## src/hw/mdsg_pkg.sv

```systemverilog
// Package for the multiply/divide and bit-test/skip sequencing glue.
// Assumes a single processor clock; all operand values come from the host.
package mdsg_pkg;

  // ----------------------------------------------------------------
  // Reset values
  // ----------------------------------------------------------------
  localparam logic RST_FF = 1'b0;
  localparam logic [3:0] RST_SHIFT = 4'h0;

  // ----------------------------------------------------------------
  // Sequencer phases used to clear and advance the state counters
  // ----------------------------------------------------------------
  typedef enum logic [2:0] {
    MDSG_IDLE = 3'b001,
    MDSG_DIV = 3'b010,
    MDSG_MUL = 3'b100
  } mdsg_phase_t;

  // Host-side status and decode inputs
  typedef struct packed {
    logic low_reg_zero;
    logic acc_matches_operand;
    logic skip_equal_instr;
    logic operand_cycle_four;
    logic operand_cycle_five;
    logic operand_cycle_six;
    logic divide_active;
    logic multiply_active;
    logic high_reg_top_bit;
    logic low_reg_top_bit;
    logic partial_sign_bit;
    logic divisor_sign;
    logic correction_clear_cond;
    logic bit_test_enable;
    logic bit_test_decode;
    logic tested_bit_zero;
    logic polarity_zero;
    logic test_skip_exit;
    logic shift_step;
  } mdsg_in_t;

  // Outputs toward the host control logic
  typedef struct packed {
    logic div_ovf_one;
    logic div_ovf_two;
    logic overflow;
    logic skip_req;
    logic skip_jump_one;
    logic penultimate_shift_state;
    logic final_shift_state;
    logic shift_advance_term;
    logic div_end_gate;
    logic clear_high_reg;
    logic quotient_incr;
    logic neg_div_correction_flag;
    logic mul_overflow;
    logic arith_exit;
    logic bit_test_zero_ok;
    logic adder_skip_incr;
    logic mul_start;
    logic skip_counter_k;
    logic quotient_bit;
    logic stored_sign_bit;
  } mdsg_out_t;

endpackage : mdsg_pkg

```

## src/hw/mdsg_glue.sv

```systemverilog
// Sequencing glue for optional multiply/divide, bit-test and skip-equal.
// Assumes host supplies synchronous register compares and cycle decodes.
`timescale 1ns/1ps
module mdsg_glue (
  input wire logic i_sys_clk,
  input wire logic i_rstn,
  input wire mdsg_pkg::mdsg_in_t i_host,
  output mdsg_pkg::mdsg_out_t o_ctl
);
  import mdsg_pkg::*;

  // ----------------------------------------------------------------
  // State
  // ----------------------------------------------------------------
  // State counters mirror the host's stepping stages; the host sees
  // them only through the registered outputs.
  logic div_state_ff_one_q;
  logic div_state_ff_two_q;
  logic div_state_two_buffered_q;
  logic div_state_ff_three_q;
  logic mul_state_ff_one_q;
  logic mul_state_ff_two_q;
  logic mul_state_ff_three_q;
  logic skip_state_one_q;
  logic skip_state_two_q;
  logic skip_state_three_q;
  logic [3:0] shift_count_q;
  logic stored_sign_bit_q;
  logic correction_flag_q;
  logic quotient_bit_q;
  logic overflow_q;
  mdsg_phase_t phase_q;
  mdsg_out_t out_q;

  // ----------------------------------------------------------------
  // Combinational terms
  // ----------------------------------------------------------------
  // Decoded terms, some built from other terms, from the state and host inputs
  logic penultimate_shift_state;
  logic final_shift_state;
  logic shift_advance_term;
  logic div_end_gate;
  logic div_seed_term;
  logic div_entry_term;
  logic div_inhibit_term;
  logic dividend_remainder_sign_match;
  logic div_ovf_one;
  logic div_ovf_two;
  logic div_one_set;
  logic div_two_set;
  logic div_three_set;
  logic mul_one_set;
  logic mul_two_set;
  logic mul_start;
  logic skip_counter_k_enable;
  logic skip_counter_k;
  logic mul_operand_sign_cond;
  logic overflow_set_strobe;
  logic sign_load;
  logic sign_value;
  logic correction_flag_set;

  // Shift-state decodes from the counter
  // Final implies penultimate, so clear-high needs the final decode off
  assign penultimate_shift_state = &shift_count_q[3:1];
  assign final_shift_state = &shift_count_q;
  assign shift_advance_term = div_state_ff_one_q
    & ~div_state_ff_two_q;

  // Divide state counter set terms
  // Seed and inhibit key on operand cycle six; a step there would reseed
  assign div_end_gate = div_state_ff_three_q
    & ~final_shift_state;
  assign div_seed_term = i_host.operand_cycle_six & div_state_ff_two_q;
  assign div_entry_term = i_host.operand_cycle_five
    & i_host.divide_active;
  assign div_inhibit_term = ~i_host.operand_cycle_six
    | ~div_state_ff_one_q;
  assign div_one_set = div_end_gate | div_seed_term;
  assign div_two_set = div_entry_term | ~div_state_ff_one_q;
  assign div_three_set = div_inhibit_term & div_state_ff_two_q;

  // Overflow detection; sign match is an equivalence, not a parity
  assign dividend_remainder_sign_match =
    ~(stored_sign_bit_q ^ i_host.partial_sign_bit);
  assign div_ovf_one = i_host.low_reg_zero & i_host.acc_matches_operand
    & div_state_two_buffered_q & div_state_ff_one_q;
  assign div_ovf_two = dividend_remainder_sign_match
    & div_state_ff_two_q & div_state_ff_one_q;
  // Strobe on a step taken while div state one is set and either overflow term is up, whether or not it then drops
  assign overflow_set_strobe = div_state_ff_one_q
    & i_host.shift_step & (div_ovf_one | div_ovf_two);

  // Multiply sequence terms
  // Multiply ff three just trails ff two by one step
  assign mul_start = i_host.operand_cycle_five
    & i_host.multiply_active;
  assign mul_one_set = final_shift_state & mul_state_ff_three_q;
  assign mul_two_set = mul_start | ~mul_state_ff_one_q;
  assign mul_operand_sign_cond = i_host.divisor_sign & stored_sign_bit_q;

  // Skip counter K term
  // Under a bit test, K stops once state three has set
  assign skip_counter_k_enable = ~i_host.bit_test_decode
    | ~skip_state_three_q;
  assign skip_counter_k = skip_counter_k_enable & skip_state_two_q;

  // Sign storage source select
  // Divide decode wins if both decodes are up in the same cycle
  assign sign_load = i_host.operand_cycle_four
    & (i_host.divide_active | i_host.multiply_active);
  assign sign_value = i_host.divide_active ? i_host.high_reg_top_bit
    : i_host.low_reg_top_bit;

  // Negative dividend correction: equal compare with a negative dividend
  assign correction_flag_set = i_host.acc_matches_operand & stored_sign_bit_q
    & div_state_ff_three_q;

  // ----------------------------------------------------------------
  // Sequencer phase, used to gate state advance per operation
  // ----------------------------------------------------------------
  // Only an entry term leaves idle, so stray steps are ignored
  always_ff @(posedge i_sys_clk or negedge i_rstn) begin
    if (!i_rstn) begin
      phase_q <= MDSG_IDLE;
    end else begin
      case (phase_q)
        MDSG_IDLE: begin
          if (div_entry_term) begin
            phase_q <= MDSG_DIV;
          end else if (mul_start) begin
            phase_q <= MDSG_MUL;
          end
        end
        MDSG_DIV: begin
          if (final_shift_state && div_state_ff_three_q
              && i_host.shift_step) begin
            phase_q <= MDSG_IDLE;
          end
        end
        MDSG_MUL: begin
          if (final_shift_state && mul_state_ff_three_q
              && i_host.shift_step) begin
            phase_q <= MDSG_IDLE;
          end
        end
        default: phase_q <= MDSG_IDLE;
      endcase
    end
  end

  // ----------------------------------------------------------------
  // Divide state counter: JK-style, loads set terms on each step
  // ----------------------------------------------------------------
  // Limitation: a sequence the host stops stepping early stays in its
  // phase until reset; the host must run a started operation out.
  always_ff @(posedge i_sys_clk or negedge i_rstn) begin
    if (!i_rstn) begin
      div_state_ff_one_q <= RST_FF;
      div_state_ff_two_q <= RST_FF;
      div_state_two_buffered_q <= RST_FF;
      div_state_ff_three_q <= RST_FF;
    end else if (phase_q == MDSG_IDLE && !div_entry_term) begin
      div_state_ff_one_q <= RST_FF;
      div_state_ff_two_q <= RST_FF;
      div_state_two_buffered_q <= RST_FF;
      div_state_ff_three_q <= RST_FF;
    end else if (i_host.shift_step || div_entry_term) begin
      div_state_ff_one_q <= div_one_set;
      div_state_ff_two_q <= div_two_set;
      div_state_two_buffered_q <= div_two_set;
      div_state_ff_three_q <= div_three_set;
    end
  end

  // ----------------------------------------------------------------
  // Multiply state counter
  // ----------------------------------------------------------------
  // Cleared while idle so a new multiply always starts from a known state
  always_ff @(posedge i_sys_clk or negedge i_rstn) begin
    if (!i_rstn) begin
      mul_state_ff_one_q <= RST_FF;
      mul_state_ff_two_q <= RST_FF;
      mul_state_ff_three_q <= RST_FF;
    end else if (phase_q == MDSG_IDLE && !mul_start) begin
      mul_state_ff_one_q <= RST_FF;
      mul_state_ff_two_q <= RST_FF;
      mul_state_ff_three_q <= RST_FF;
    end else if (i_host.shift_step || mul_start) begin
      mul_state_ff_one_q <= mul_one_set;
      mul_state_ff_two_q <= mul_two_set;
      mul_state_ff_three_q <= mul_state_ff_two_q;
    end
  end

  // ----------------------------------------------------------------
  // Shift counter, advanced on each divide step with div ff one set and ff two clear, or each multiply step
  // ----------------------------------------------------------------
  // Saturates at the final state; extra steps there do not wrap
  always_ff @(posedge i_sys_clk or negedge i_rstn) begin
    if (!i_rstn) begin
      shift_count_q <= RST_SHIFT;
    end else if (phase_q == MDSG_IDLE) begin
      shift_count_q <= RST_SHIFT;
    end else if (i_host.shift_step && !final_shift_state
                 && (shift_advance_term || phase_q == MDSG_MUL)) begin
      shift_count_q <= shift_count_q + 4'h1;
    end
  end

  // ----------------------------------------------------------------
  // Skip-equal / bit-test state counter
  // ----------------------------------------------------------------
  // Cleared whenever neither skip-equal nor bit test is decoded
  always_ff @(posedge i_sys_clk or negedge i_rstn) begin
    if (!i_rstn) begin
      skip_state_one_q <= RST_FF;
      skip_state_two_q <= RST_FF;
      skip_state_three_q <= RST_FF;
    end else if (!i_host.skip_equal_instr && !i_host.bit_test_decode) begin
      skip_state_one_q <= RST_FF;
      skip_state_two_q <= RST_FF;
      skip_state_three_q <= RST_FF;
    end else begin
      skip_state_one_q <= 1'b1;
      skip_state_two_q <= skip_state_one_q;
      skip_state_three_q <= skip_counter_k | skip_state_three_q;
    end
  end

  // ----------------------------------------------------------------
  // Sign storage, correction, quotient bit and overflow flags
  // ----------------------------------------------------------------
  // Sign is captured once per divide or multiply, in operand cycle four
  always_ff @(posedge i_sys_clk or negedge i_rstn) begin
    if (!i_rstn) begin
      stored_sign_bit_q <= RST_FF;
    end else if (sign_load) begin
      stored_sign_bit_q <= sign_value;
    end
  end

  // Correction holds until the next divide starts
  always_ff @(posedge i_sys_clk or negedge i_rstn) begin
    if (!i_rstn) begin
      correction_flag_q <= RST_FF;
    end else if (correction_flag_set) begin
      correction_flag_q <= 1'b1;
    end else if (div_entry_term) begin
      correction_flag_q <= RST_FF;
    end
  end

  // Quotient bit resamples on every cycle of div state three
  always_ff @(posedge i_sys_clk or negedge i_rstn) begin
    if (!i_rstn) begin
      quotient_bit_q <= RST_FF;
    end else if (div_state_ff_three_q) begin
      quotient_bit_q <= ~(i_host.divisor_sign
        ^ i_host.partial_sign_bit);
    end
  end

  // Set wins over the clear at a new divide entry; division still runs
  always_ff @(posedge i_sys_clk or negedge i_rstn) begin
    if (!i_rstn) begin
      overflow_q <= RST_FF;
    end else if (overflow_set_strobe) begin
      overflow_q <= 1'b1;
    end else if (div_entry_term) begin
      overflow_q <= RST_FF;
    end
  end

  // ----------------------------------------------------------------
  // Registered outputs
  // ----------------------------------------------------------------
  // Each output is its term one clock late; the latency buys the host
  // glitch-free levels at the cost of one cycle on every decode.
  always_ff @(posedge i_sys_clk or negedge i_rstn) begin
    if (!i_rstn) begin
      out_q <= '0;
    end else begin
      out_q.div_ovf_one <= div_ovf_one;
      out_q.div_ovf_two <= div_ovf_two;
      out_q.overflow <= overflow_q;
      out_q.skip_req <= i_host.skip_equal_instr
        & i_host.acc_matches_operand;
      out_q.skip_jump_one <= i_host.operand_cycle_six
        & i_host.skip_equal_instr & i_host.acc_matches_operand;
      out_q.penultimate_shift_state <= penultimate_shift_state;
      out_q.final_shift_state <= final_shift_state;
      out_q.shift_advance_term <= shift_advance_term;
      out_q.div_end_gate <= div_end_gate;
      out_q.clear_high_reg <= penultimate_shift_state & ~final_shift_state
        & i_host.correction_clear_cond;
      out_q.quotient_incr <= correction_flag_q & div_state_ff_two_q
        & final_shift_state;
      out_q.neg_div_correction_flag <= correction_flag_q;
      out_q.mul_overflow <= final_shift_state & mul_state_ff_two_q
        & i_host.partial_sign_bit & mul_operand_sign_cond;
      out_q.arith_exit <= div_state_ff_three_q
        | ~mul_state_ff_three_q;
      out_q.bit_test_zero_ok <= i_host.bit_test_enable
        & i_host.tested_bit_zero & i_host.polarity_zero;
      out_q.adder_skip_incr <= div_state_ff_two_q | ~mul_state_ff_two_q
        | i_host.test_skip_exit;
      out_q.mul_start <= mul_start;
      out_q.skip_counter_k <= skip_counter_k;
      out_q.quotient_bit <= quotient_bit_q;
      out_q.stored_sign_bit <= stored_sign_bit_q;
    end
  end

  // Straight from the output flip-flops
  assign o_ctl = out_q;

endmodule : mdsg_glue

```

## config.mk

```make
export PLATFORM = sky130hd
export DESIGN_NAME = mdsg_glue
export DESIGN_NICKNAME = d
export VERILOG_FILES = /design/src/hw/mdsg_pkg.sv /design/src/hw/mdsg_glue.sv
export SDC_FILE = /design/constraint.sdc
export NUM_CORES = 1
export LEC_CHECK = 0
export ABC_AREA = 1
export BUFFER_PORTS_ARGS = -buffer_cell sky130_fd_sc_hd__buf_2
export CORE_MARGIN = 2
export CORE_UTILIZATION = 55
export DETAILED_ROUTE_END_ITERATION = 16
export MAX_ROUTING_LAYER = met4
export PLACE_DENSITY = 0.88
export SETUP_SLACK_MARGIN = 0.05
export SKIP_LAST_GASP = 1
export SLEW_MARGIN = 30
export SYNTH_ARGS = -nofsm -noshare
export SYNTH_HDL_FRONTEND = slang
export SYNTH_SLANG_ARGS = --single-unit
```

## constraint.sdc

```tcl
create_clock -name i_sys_clk -period 3.2 [get_ports i_sys_clk]
set_input_delay 0.48 -clock i_sys_clk [delete_from_list [all_inputs] [get_ports i_sys_clk]]
set_output_delay 0.48 -clock i_sys_clk [all_outputs]
set_load 0.05 [all_outputs]
```

-- Word level (Yosys, flattened, before mapping)
Cells that the tools add are included.
Widths: inputs -> output; s select.
- bitwise logic cells: 55
- $add $sub $neg: 1
- reduce and logical (&&, ||, !) cells: 25
- equal/unequal tests: 6
- multiplexer cells: 26
- operators with widths (cell ; number):
    $and 1x1->1 ; 31
    $mux 1 ; 19
    $mux 3 ; 4
    $not 1->1 ; 11
    $or 1x1->1 ; 11
    $reduce_bool 2->1 ; 5
    $logic_and 1x1->1 ; 9
    $pmux 3 s3 ; 1
    $mux 4 ; 2
    $reduce_and 3->1 ; 2
    $logic_not 1->1 ; 5
    $add 4x1->4 const B ; 1
    $ne 2x2->1 const B ; 2
    $reduce_and 4->1 ; 1
    $eq 3x1->1 const B ; 1
    $eq 3x2->1 const B ; 1
    $eq 3x3->1 const B ; 1
    $logic_or 1x1->1 ; 3
    $ne 3x3->1 const B ; 1
    $xor 1x1->1 ; 2
- register bits after elaboration: 40
- bits of input ports: 21

-- Logic depth before layout (Yosys ltp)
Gate-level depths: netlist of the first run.
- depth in word-level cells: 7
- mapped depth: 8

-- Worst setup path before layout of the first run
No wires, ideal clock.
- kind: reg-to-reg
- start point: reg shift_count_q[0]
- end point: reg shift_count_q[3]
- clock period less this slack: 1.197 ns
- setup time: 0.117 ns
- setup slack: 2.003 ns
- data required time: 3.083 ns
- data arrival time: 1.080 ns
- cell stages (with the launch flop): 8
- cell sequence: dfrtp_1 ha_1 nand3_2 nand2_1 inv_2 nand2_4 nand3_1 nand2_1
- word-level cells in the longest chain between the ends: 5
- RTL lines (what ; line ; source):
    start: declaration ; mdsg_glue.sv:27 ; logic [3:0] shift_count_q;
    start signal: assignment ; mdsg_glue.sv:207 ; shift_count_q <= shift_count_q + 4'h1;
    branches (longest 5 deep; another with $add 4x1->4) ; - ;
Parallel ways; which one is timed is not known. The select of a mux whose other input is x is not followed.
A chain may end at the register's enable or synchronous reset.

-- Worst setup path after layout of the first run
- start point: reg phase_q[0]
- end point: reg phase_q[0]
- word-level cells in the longest chain between the ends: 3
- RTL lines (what ; line ; source):
    start: declaration ; mdsg_glue.sv:32 ; mdsg_phase_t phase_q;
    start signal: assignment ; mdsg_glue.sv:125 ; phase_q <= MDSG_IDLE;
    start signal: assignment ; mdsg_glue.sv:130 ; phase_q <= MDSG_DIV;
    start signal: assignment ; mdsg_glue.sv:132 ; phase_q <= MDSG_MUL;
    $eq 3x1->1, or another cell as far along ; mdsg_glue.sv:127 ; case (phase_q)
    $ne 3x3->1 (no line) / $ne 2x2->1 (equally long branches) ; - ;
    $reduce_and 3->1 (no line) ; - ;
Parallel ways exist; a longest one is shown, timed or not.

==> results of run 1 <==
through the flow:
step	std cells	setup slack (ns)
after global placement	235	1.734
after detailed placement	235	1.685
final	243	1.623
after CTS	243	1.656
after floorplan	166	2.003
after global routing	243	1.444
layout by cell type, fill, tap and decap left out:
cell       count
inv_2          1
a22oi_1        1
and3_1         1
o21ai_2        2
a21oi_1        3
a31oi_1        1
clkbuf_4       5
nand2_4        1
ha_1           1
xor2_1         2
buf_2         40
inv_1         25
nor2_4         1
o22ai_1        5
nand3b_1       1
o21bai_1       1
nor2_1        17
nand2_2        1
or2_2          1
a21boi_0       1
nand3_1       11
nor3_1         2
dfrtp_1       39
nand3_2        2
bufinv_16      3
dfstp_2        1
nand4_1        3
nor4_1         1
o21ai_0        7
o21ai_1        1
nand2_1       31
Yosys cell counts, types with 2 or more instances:
library cell	instances
nor2_1	17
nand4_1	3
nand3_2	2
o21ai_0	7
o22ai_1	5
inv_1	25
xor2_1	2
nand3_1	11
dfrtp_1	39
nor3_1	2
a21oi_1	3
o21ai_2	2
nand2_1	31
critical path: stages, from the launching register on:
cell and delay, ns:
dfstp_2 0.57, nand3_1 0.39, inv_1 0.25, nand3_1 0.12, inv_1 0.07, o21bai_1 0.11
flip-flops by register name, indices dropped and copies added, names as in the netlist:
register and cells:
mul_state_ff_three_q 1, div_state_ff_one_q 1, correction_flag_q 1, div_state_two_buffered_q 1, shift_count_q 4, phase_q 3
quotient_bit_q 1, overflow_q 1, mul_state_ff_one_q 1, mul_state_ff_two_q 1, div_state_ff_three_q 1, skip_state_one_q 1
skip_state_three_q 1, o_ctl 20, skip_state_two_q 1, stored_sign_bit_q 1
power groups by stage:
stage	registers (mW)	logic [mW]	clock network (mW)
floorplan	0.836	0.221	0
global placement	0.697	0.463	0
detailed placement	0.701	0.477	0
CTS	0.691	0.482	0.488
global route	0.707	0.534	0.504
finish	0.693	0.480	0.481
cell type report:
type	count	area (um2)	share of cell area, %
Clock buffer	5	37.54	1.907
Clock inverter	3	90.09	4.577
Inverter	26	97.59	4.959
Multi-Input combinational cell	98	501.7	25.49
Sequential cell	40	1002	50.92
Tap cell	31	38.79	1.971
Timing Repair Buffer	40	200.2	10.17
cells by family after synthesis:
| family | Yosys count | synth area share [%] |
|---|---|---|
| AOI/OAI and AO/OA | 22 | 8.198 |
| xor gates and xnor gates | 2 | 1.083 |
| adders and majority gates | 1 | 0.7733 |
| buffers and inverters | 28 | 7.037 |
| DFF | 40 | 61.95 |
| and+or+nand+nor | 73 | 20.96 |
per-layer routing:
| layer | vias to the layer above | track usage [%] | share of wire, % |
|---|---|---|---|
| met5 | - | - | 0 |
| met4 | 0 | 8.970 | 2.5 |
| met3 | 11 | 6.473 | 6.7 |
| met2 | 45 | 34.25 | 50 |
| met1 | 590 | 24.89 | 40 |
| li1 | 620 | - | - |
final timing paths:
kind,startpoint,endpoint,cells after the start
max in group asynchronous,i_rstn,overflow_q,1
min reg2reg,correction_flag_q,o_ctl[8],0
max,phase_q[0],phase_q[0],5
min,i_rstn,o_ctl[11],1
max reg2reg,phase_q[0],phase_q[0],5
min in group i_sys_clk,i_host[1],o_ctl[4],3
==> flow_metrics.tcl, run 1 <==
set metrics [dict create \
    outcome "finished clean" \
    drv_cap 0 \
    final_hold_viol_count 0 \
    yosys.area.top_type "dfrtp_1" \
    vias_per_cell 5.210 \
    power_density_mw_per_mm2 840.2 \
    floorplan.io_pins 41 \
    grt_max_degree 41 \
    synth-edff-count 0 \
    grt_pass1_wl_um 5126 \
    syn2layout_area_growth_pct 21.66 \
    cts_buffers 5 \
    clockBufferDepth 2 \
    pwr-share-seq_pct 41.9 \
    tightest_slew_ns 0.8311 \
    drc 0 \
    die_w_um 58.24 \
    synth_seq_cells 40 \
    n_antenna_cell 0 \
    relSlewSlack_pct 44.59 \
    ctsHoldBuffers 0 \
    slew_viol_final 0 \
    yosysTopAreaCellShare_pct 60.32 \
    drt-initial-drc-count 42 \
    p_int_mw 1.065 \
    setup_tns_ns 0 \
    power_mw 1.654 \
    cts_setup_buffers 0 \
    start_util_pct 58.16 \
    async_reset_ff_share_pct 100.0 \
    place_area_mm2 0.001841 \
    grt_use_total_pct 21.30 \
    cts_root_buf "clkbuf_4" \
    htree_levels 2 \
    num_rows 19 \
    fin_nets 233 \
    min_period_ns 1.577 \
    syn_inst 166 \
    synth.distinct_cells 30 \
    grt-ovfl-total 0 \
    routedWlPerCell_um 12.32 \
    setup_viol 0 \
    worstSkewPairLatency_ns 0.34 \
    p_sw_uw 588.3 \
    startpoint_type "flop" \
    cp-end-kind "flop" \
    routed-via-count 1266 \
    pwr-share-comb_pct 29.0 \
    required_ns 3.47 \
    utilization_pct 70.76 \
    final.setup_skew_ns 0.01073 \
    postRouteAntennaNets 0 \
    antenna_found_initial 0 \
    drive_gt1_share_pct 27.36 \
    clkPwrFrac_pct 29.1 \
    synthFlopType "dfrtp_1" \
    coreArea_mm2 0.002781 \
    grt_pass1_vias 1225 \
    synth_area_leaders "dfrtp_1 60%, nand2_1 7.2%, inv_1 5.8%, nor2_1 3.9%, nand3_1 3.4%" \
    synth_area_mm2 0.001618 \
    avgSynthCellArea_um2 9.746 \
    hold_class "input port to async pin" \
    io_buffer_count 40 \
    cts_tree "built" \
    wl_um 2993 \
    n_fill_cell 213 \
    fmax_ghz 0.6341 \
    ir_drop_mv 0.8696 \
    whs_ns 0.2205 \
    yosys_warnings 0 \
    ctsResizeCount 0 \
    die_y_um 58.24 \
    rsz0062_at_grt "false" \
    synthesis.nets 188 \
    path_class "flop to flop" \
    dieArea_mm2 0.003391 \
    crit_arrival_ns 1.85 \
    synth_seq_area_share_pct 61.95 \
    fin_area_mm2 0.001968 \
    clk_pin_slew_worst_paths_ns 0.12 \
    cts_sinks 40 \
    reg2reg_setup_slack_ns 1.62 \
    p_leak_nw 1.105 \
    dp_hpwl_um 2185 \
    p_sw_share_pct 35.58 \
    post-route-period-util_pct 49.28 \
    drt-pass1-iter-count 4 \
    critPathMaxFanout 15 \
    gp_congestion 0.8364 \
]
(Power assumes the default switching activity.)
==> run 2, diff against run 1 <==
--- a/config.mk
+++ b/config.mk
@@ -8,10 +8,10 @@
 export ABC_AREA = 1
 export BUFFER_PORTS_ARGS = -buffer_cell sky130_fd_sc_hd__buf_2
 export CORE_MARGIN = 2
-export CORE_UTILIZATION = 55
+export CORE_UTILIZATION = 51
 export DETAILED_ROUTE_END_ITERATION = 16
 export MAX_ROUTING_LAYER = met4
-export PLACE_DENSITY = 0.88
+export PLACE_DENSITY = 0.83
 export SETUP_SLACK_MARGIN = 0.05
 export SKIP_LAST_GASP = 1
 export SLEW_MARGIN = 30
==> constraint.sdc (replaced) <==
create_clock -name i_sys_clk -period 1.55 [get_ports i_sys_clk]
set_input_delay 0.2325 -clock i_sys_clk [delete_from_list [all_inputs] [get_ports i_sys_clk]]
set_output_delay 0.2325 -clock i_sys_clk [all_outputs]
set_load 0.05 [all_outputs]
==> run 2 against run 1 <==
Core utilization fell by 6.5 points. Via count decreased by 3.6%. Routed wire length fell by 2.9%. Clock skew decreased by 0.0027 ns. Die area is 7.3% higher. Design area is 1.1% lower. Sequential share of layout area grew 0.56 points. Sequential power grew 100%. Non-clock buffer count grew 3. Critical endpoint is now div_state_ff_one_q. Largest cell class unchanged.
==> flow_metrics.tcl, run 2 (synthesis results as in run 1) <==
set metrics [dict create \
    outcome "finished clean" \
    fmax_ghz 0.7545 \
    worstRegToRegCells 3 \
    clockBufferDepth 2 \
    crit_path_max_incr_delay_ns 0.56 \
    critPathMaxFanout 7 \
    routed-via-count 1220 \
    layout_common_cells "40 x buf_2, 39 x dfrtp_1, 31 x nand2_1, 25 x inv_1, 17 x nor2_1" \
    cts_tree "built" \
    setup_viol 0 \
    slew_viol_final 0 \
    hold_path_end "o_ctl[4]" \
    p_leak_nw 1.091 \
    worstReg2RegEnd "div_state_ff_one_q" \
    dp_hpwl_um 2198 \
    p_sw_share_pct 39.46 \
    rsz0062_at_grt "false" \
    required_ns 1.77 \
    crit_chain "nand3_1 -> a21oi_1 -> o22ai_1" \
    power_density_mw_per_mm2 1540 \
    final.setup_skew_ns 0.007994 \
    path_class "flop to flop" \
    dieArea_mm2 0.003639 \
    utilization_pct 64.30 \
    clkPwrFrac_pct 18.7 \
    final_hold_viol_count 0 \
    vias_per_cell 4.729 \
    min_period_ns 1.325 \
    p_int_mw 1.815 \
    reg2reg_setup_slack_ns 0.22 \
    num_rows 20 \
    grt_pass1_wl_um 4788 \
    die_y_um 60.32 \
    coreArea_mm2 0.003028 \
    path_buf_inv 0 \
    cts_buffers 5 \
    drt-initial-drc-count 16 \
    htree_levels 2 \
    grt_max_degree 41 \
    routedWlPerCell_um 11.26 \
    hp-start "i_host[1]" \
    postRouteAntennaNets 0 \
    grt_use_total_pct 19.01 \
    layout_commonest_cell "buf_2" \
    ctsResizeCount 0 \
    ctsHoldBuffers 1 \
    pwr-share-comb_pct 33.8 \
    setup_tns_ns 0 \
    relSlewSlack_pct 68.53 \
    drc 0 \
    fin_area_mm2 0.001947 \
    ir_drop_mv 0.6230 \
    grt-ovfl-total 0 \
    cts_sinks 40 \
    clk_pin_slew_worst_paths_ns 0.11 \
    worstSkewPairLatency_ns 0.34 \
    floorplan.io_pins 41 \
    cp-end-kind "flop" \
    grt_pass1_vias 1153 \
    reg2reg_from "phase_q[0]" \
    antenna_found_initial 0 \
    place_area_mm2 0.001872 \
    hold_class "input port to flop" \
    startpoint "phase_q[0]" \
    crit_arrival_ns 1.55 \
    fin_nets 236 \
    drive_gt1_share_pct 27.57 \
    drt-pass1-iter-count 5 \
    n_fill_cell 260 \
    post-route-period-util_pct 85.51 \
    syn2layout_area_growth_pct 20.34 \
    drv_cap 0 \
    die_w_um 60.32 \
    tightest_slew_ns 0.4720 \
    largest_reg_flops 20 \
    critical-path-top-delay-family "flip-flops" \
    pwr-share-seq_pct 47.5 \
    startpoint_type "flop" \
    gp_congestion 0.8223 \
    n_antenna_cell 0 \
    p_sw_mw 1.183 \
    slowest_stage "dfstp_2" \
    holdPathStages 3 \
    io_buffer_count 40 \
    start_util_pct 53.43 \
    cts_root_buf "clkbuf_4" \
    cts_setup_buffers 0 \
    wl_um 2905 \
]
==> run 2: how the worst max path moves through the flow <==
stage          slack [ns]            endpoint  cells past startpoint
2_1_floorplan        0.35    shift_count_q[3]                      7
3_3_place_gp         0.27    shift_count_q[3]                      8
3_5_place_dp         0.24    shift_count_q[3]                      8
4_1_cts              0.22    shift_count_q[3]                      8
5_1_grt              0.08  div_state_ff_one_q                      3
6_report             0.22  div_state_ff_one_q                      3
==> run 2: cell type report <==
class	count	area, um2	share of cell area (%)
clock buffer	7	65.06	3.342
inverter	26	97.59	5.013
tap	44	55.05	2.828
timing repair buffer	43	225.2	11.57
sequential	40	1002	51.48
multi-input combinational	98	501.7	25.77
==> run 2: worst min-delay path: stages <==
cell and delay [ns]:
buf_2 0.08, nor2_1 0.03, nand2_1 0.04
==> run 2: power groups by stage <==
stage                     clock network, mW  registers (mW)  logic (mW)
after detailed placement                  0            1.44        1.02
after floorplan                           0            1.73       0.455
final                                 0.561            1.42        1.01
after global placement                    0            1.43       0.995
after CTS                             0.579            1.42        1.02
after global routing                  0.630            1.45        1.12
==> run 2: per-layer routing <==
layer	up-vias	GRT usage, %	wire length, um
met5	-	-	0
met4	0	6.667	47
met3	6	6.494	145
met2	27	31.06	1411
met1	563	21.69	1300
li1	624	-	-
==> run 2: through the flow <==
| stage | setup slack (ns) | instances | power (mW) | hold slack, ns |
|---|---|---|---|---|
| floorplan | 0.3534 | 166 | 2.182 | -0.06309 |
| detailed placement | 0.2421 | 250 | 2.461 | 0.3062 |
| finish | 0.2246 | 258 | 2.998 | 0.06880 |
| global placement | 0.2741 | 250 | 2.427 | 0.3074 |
| global route | 0.08242 | 258 | 3.203 | 0.05140 |
| CTS | 0.2205 | 258 | 3.023 | 0.05726 |
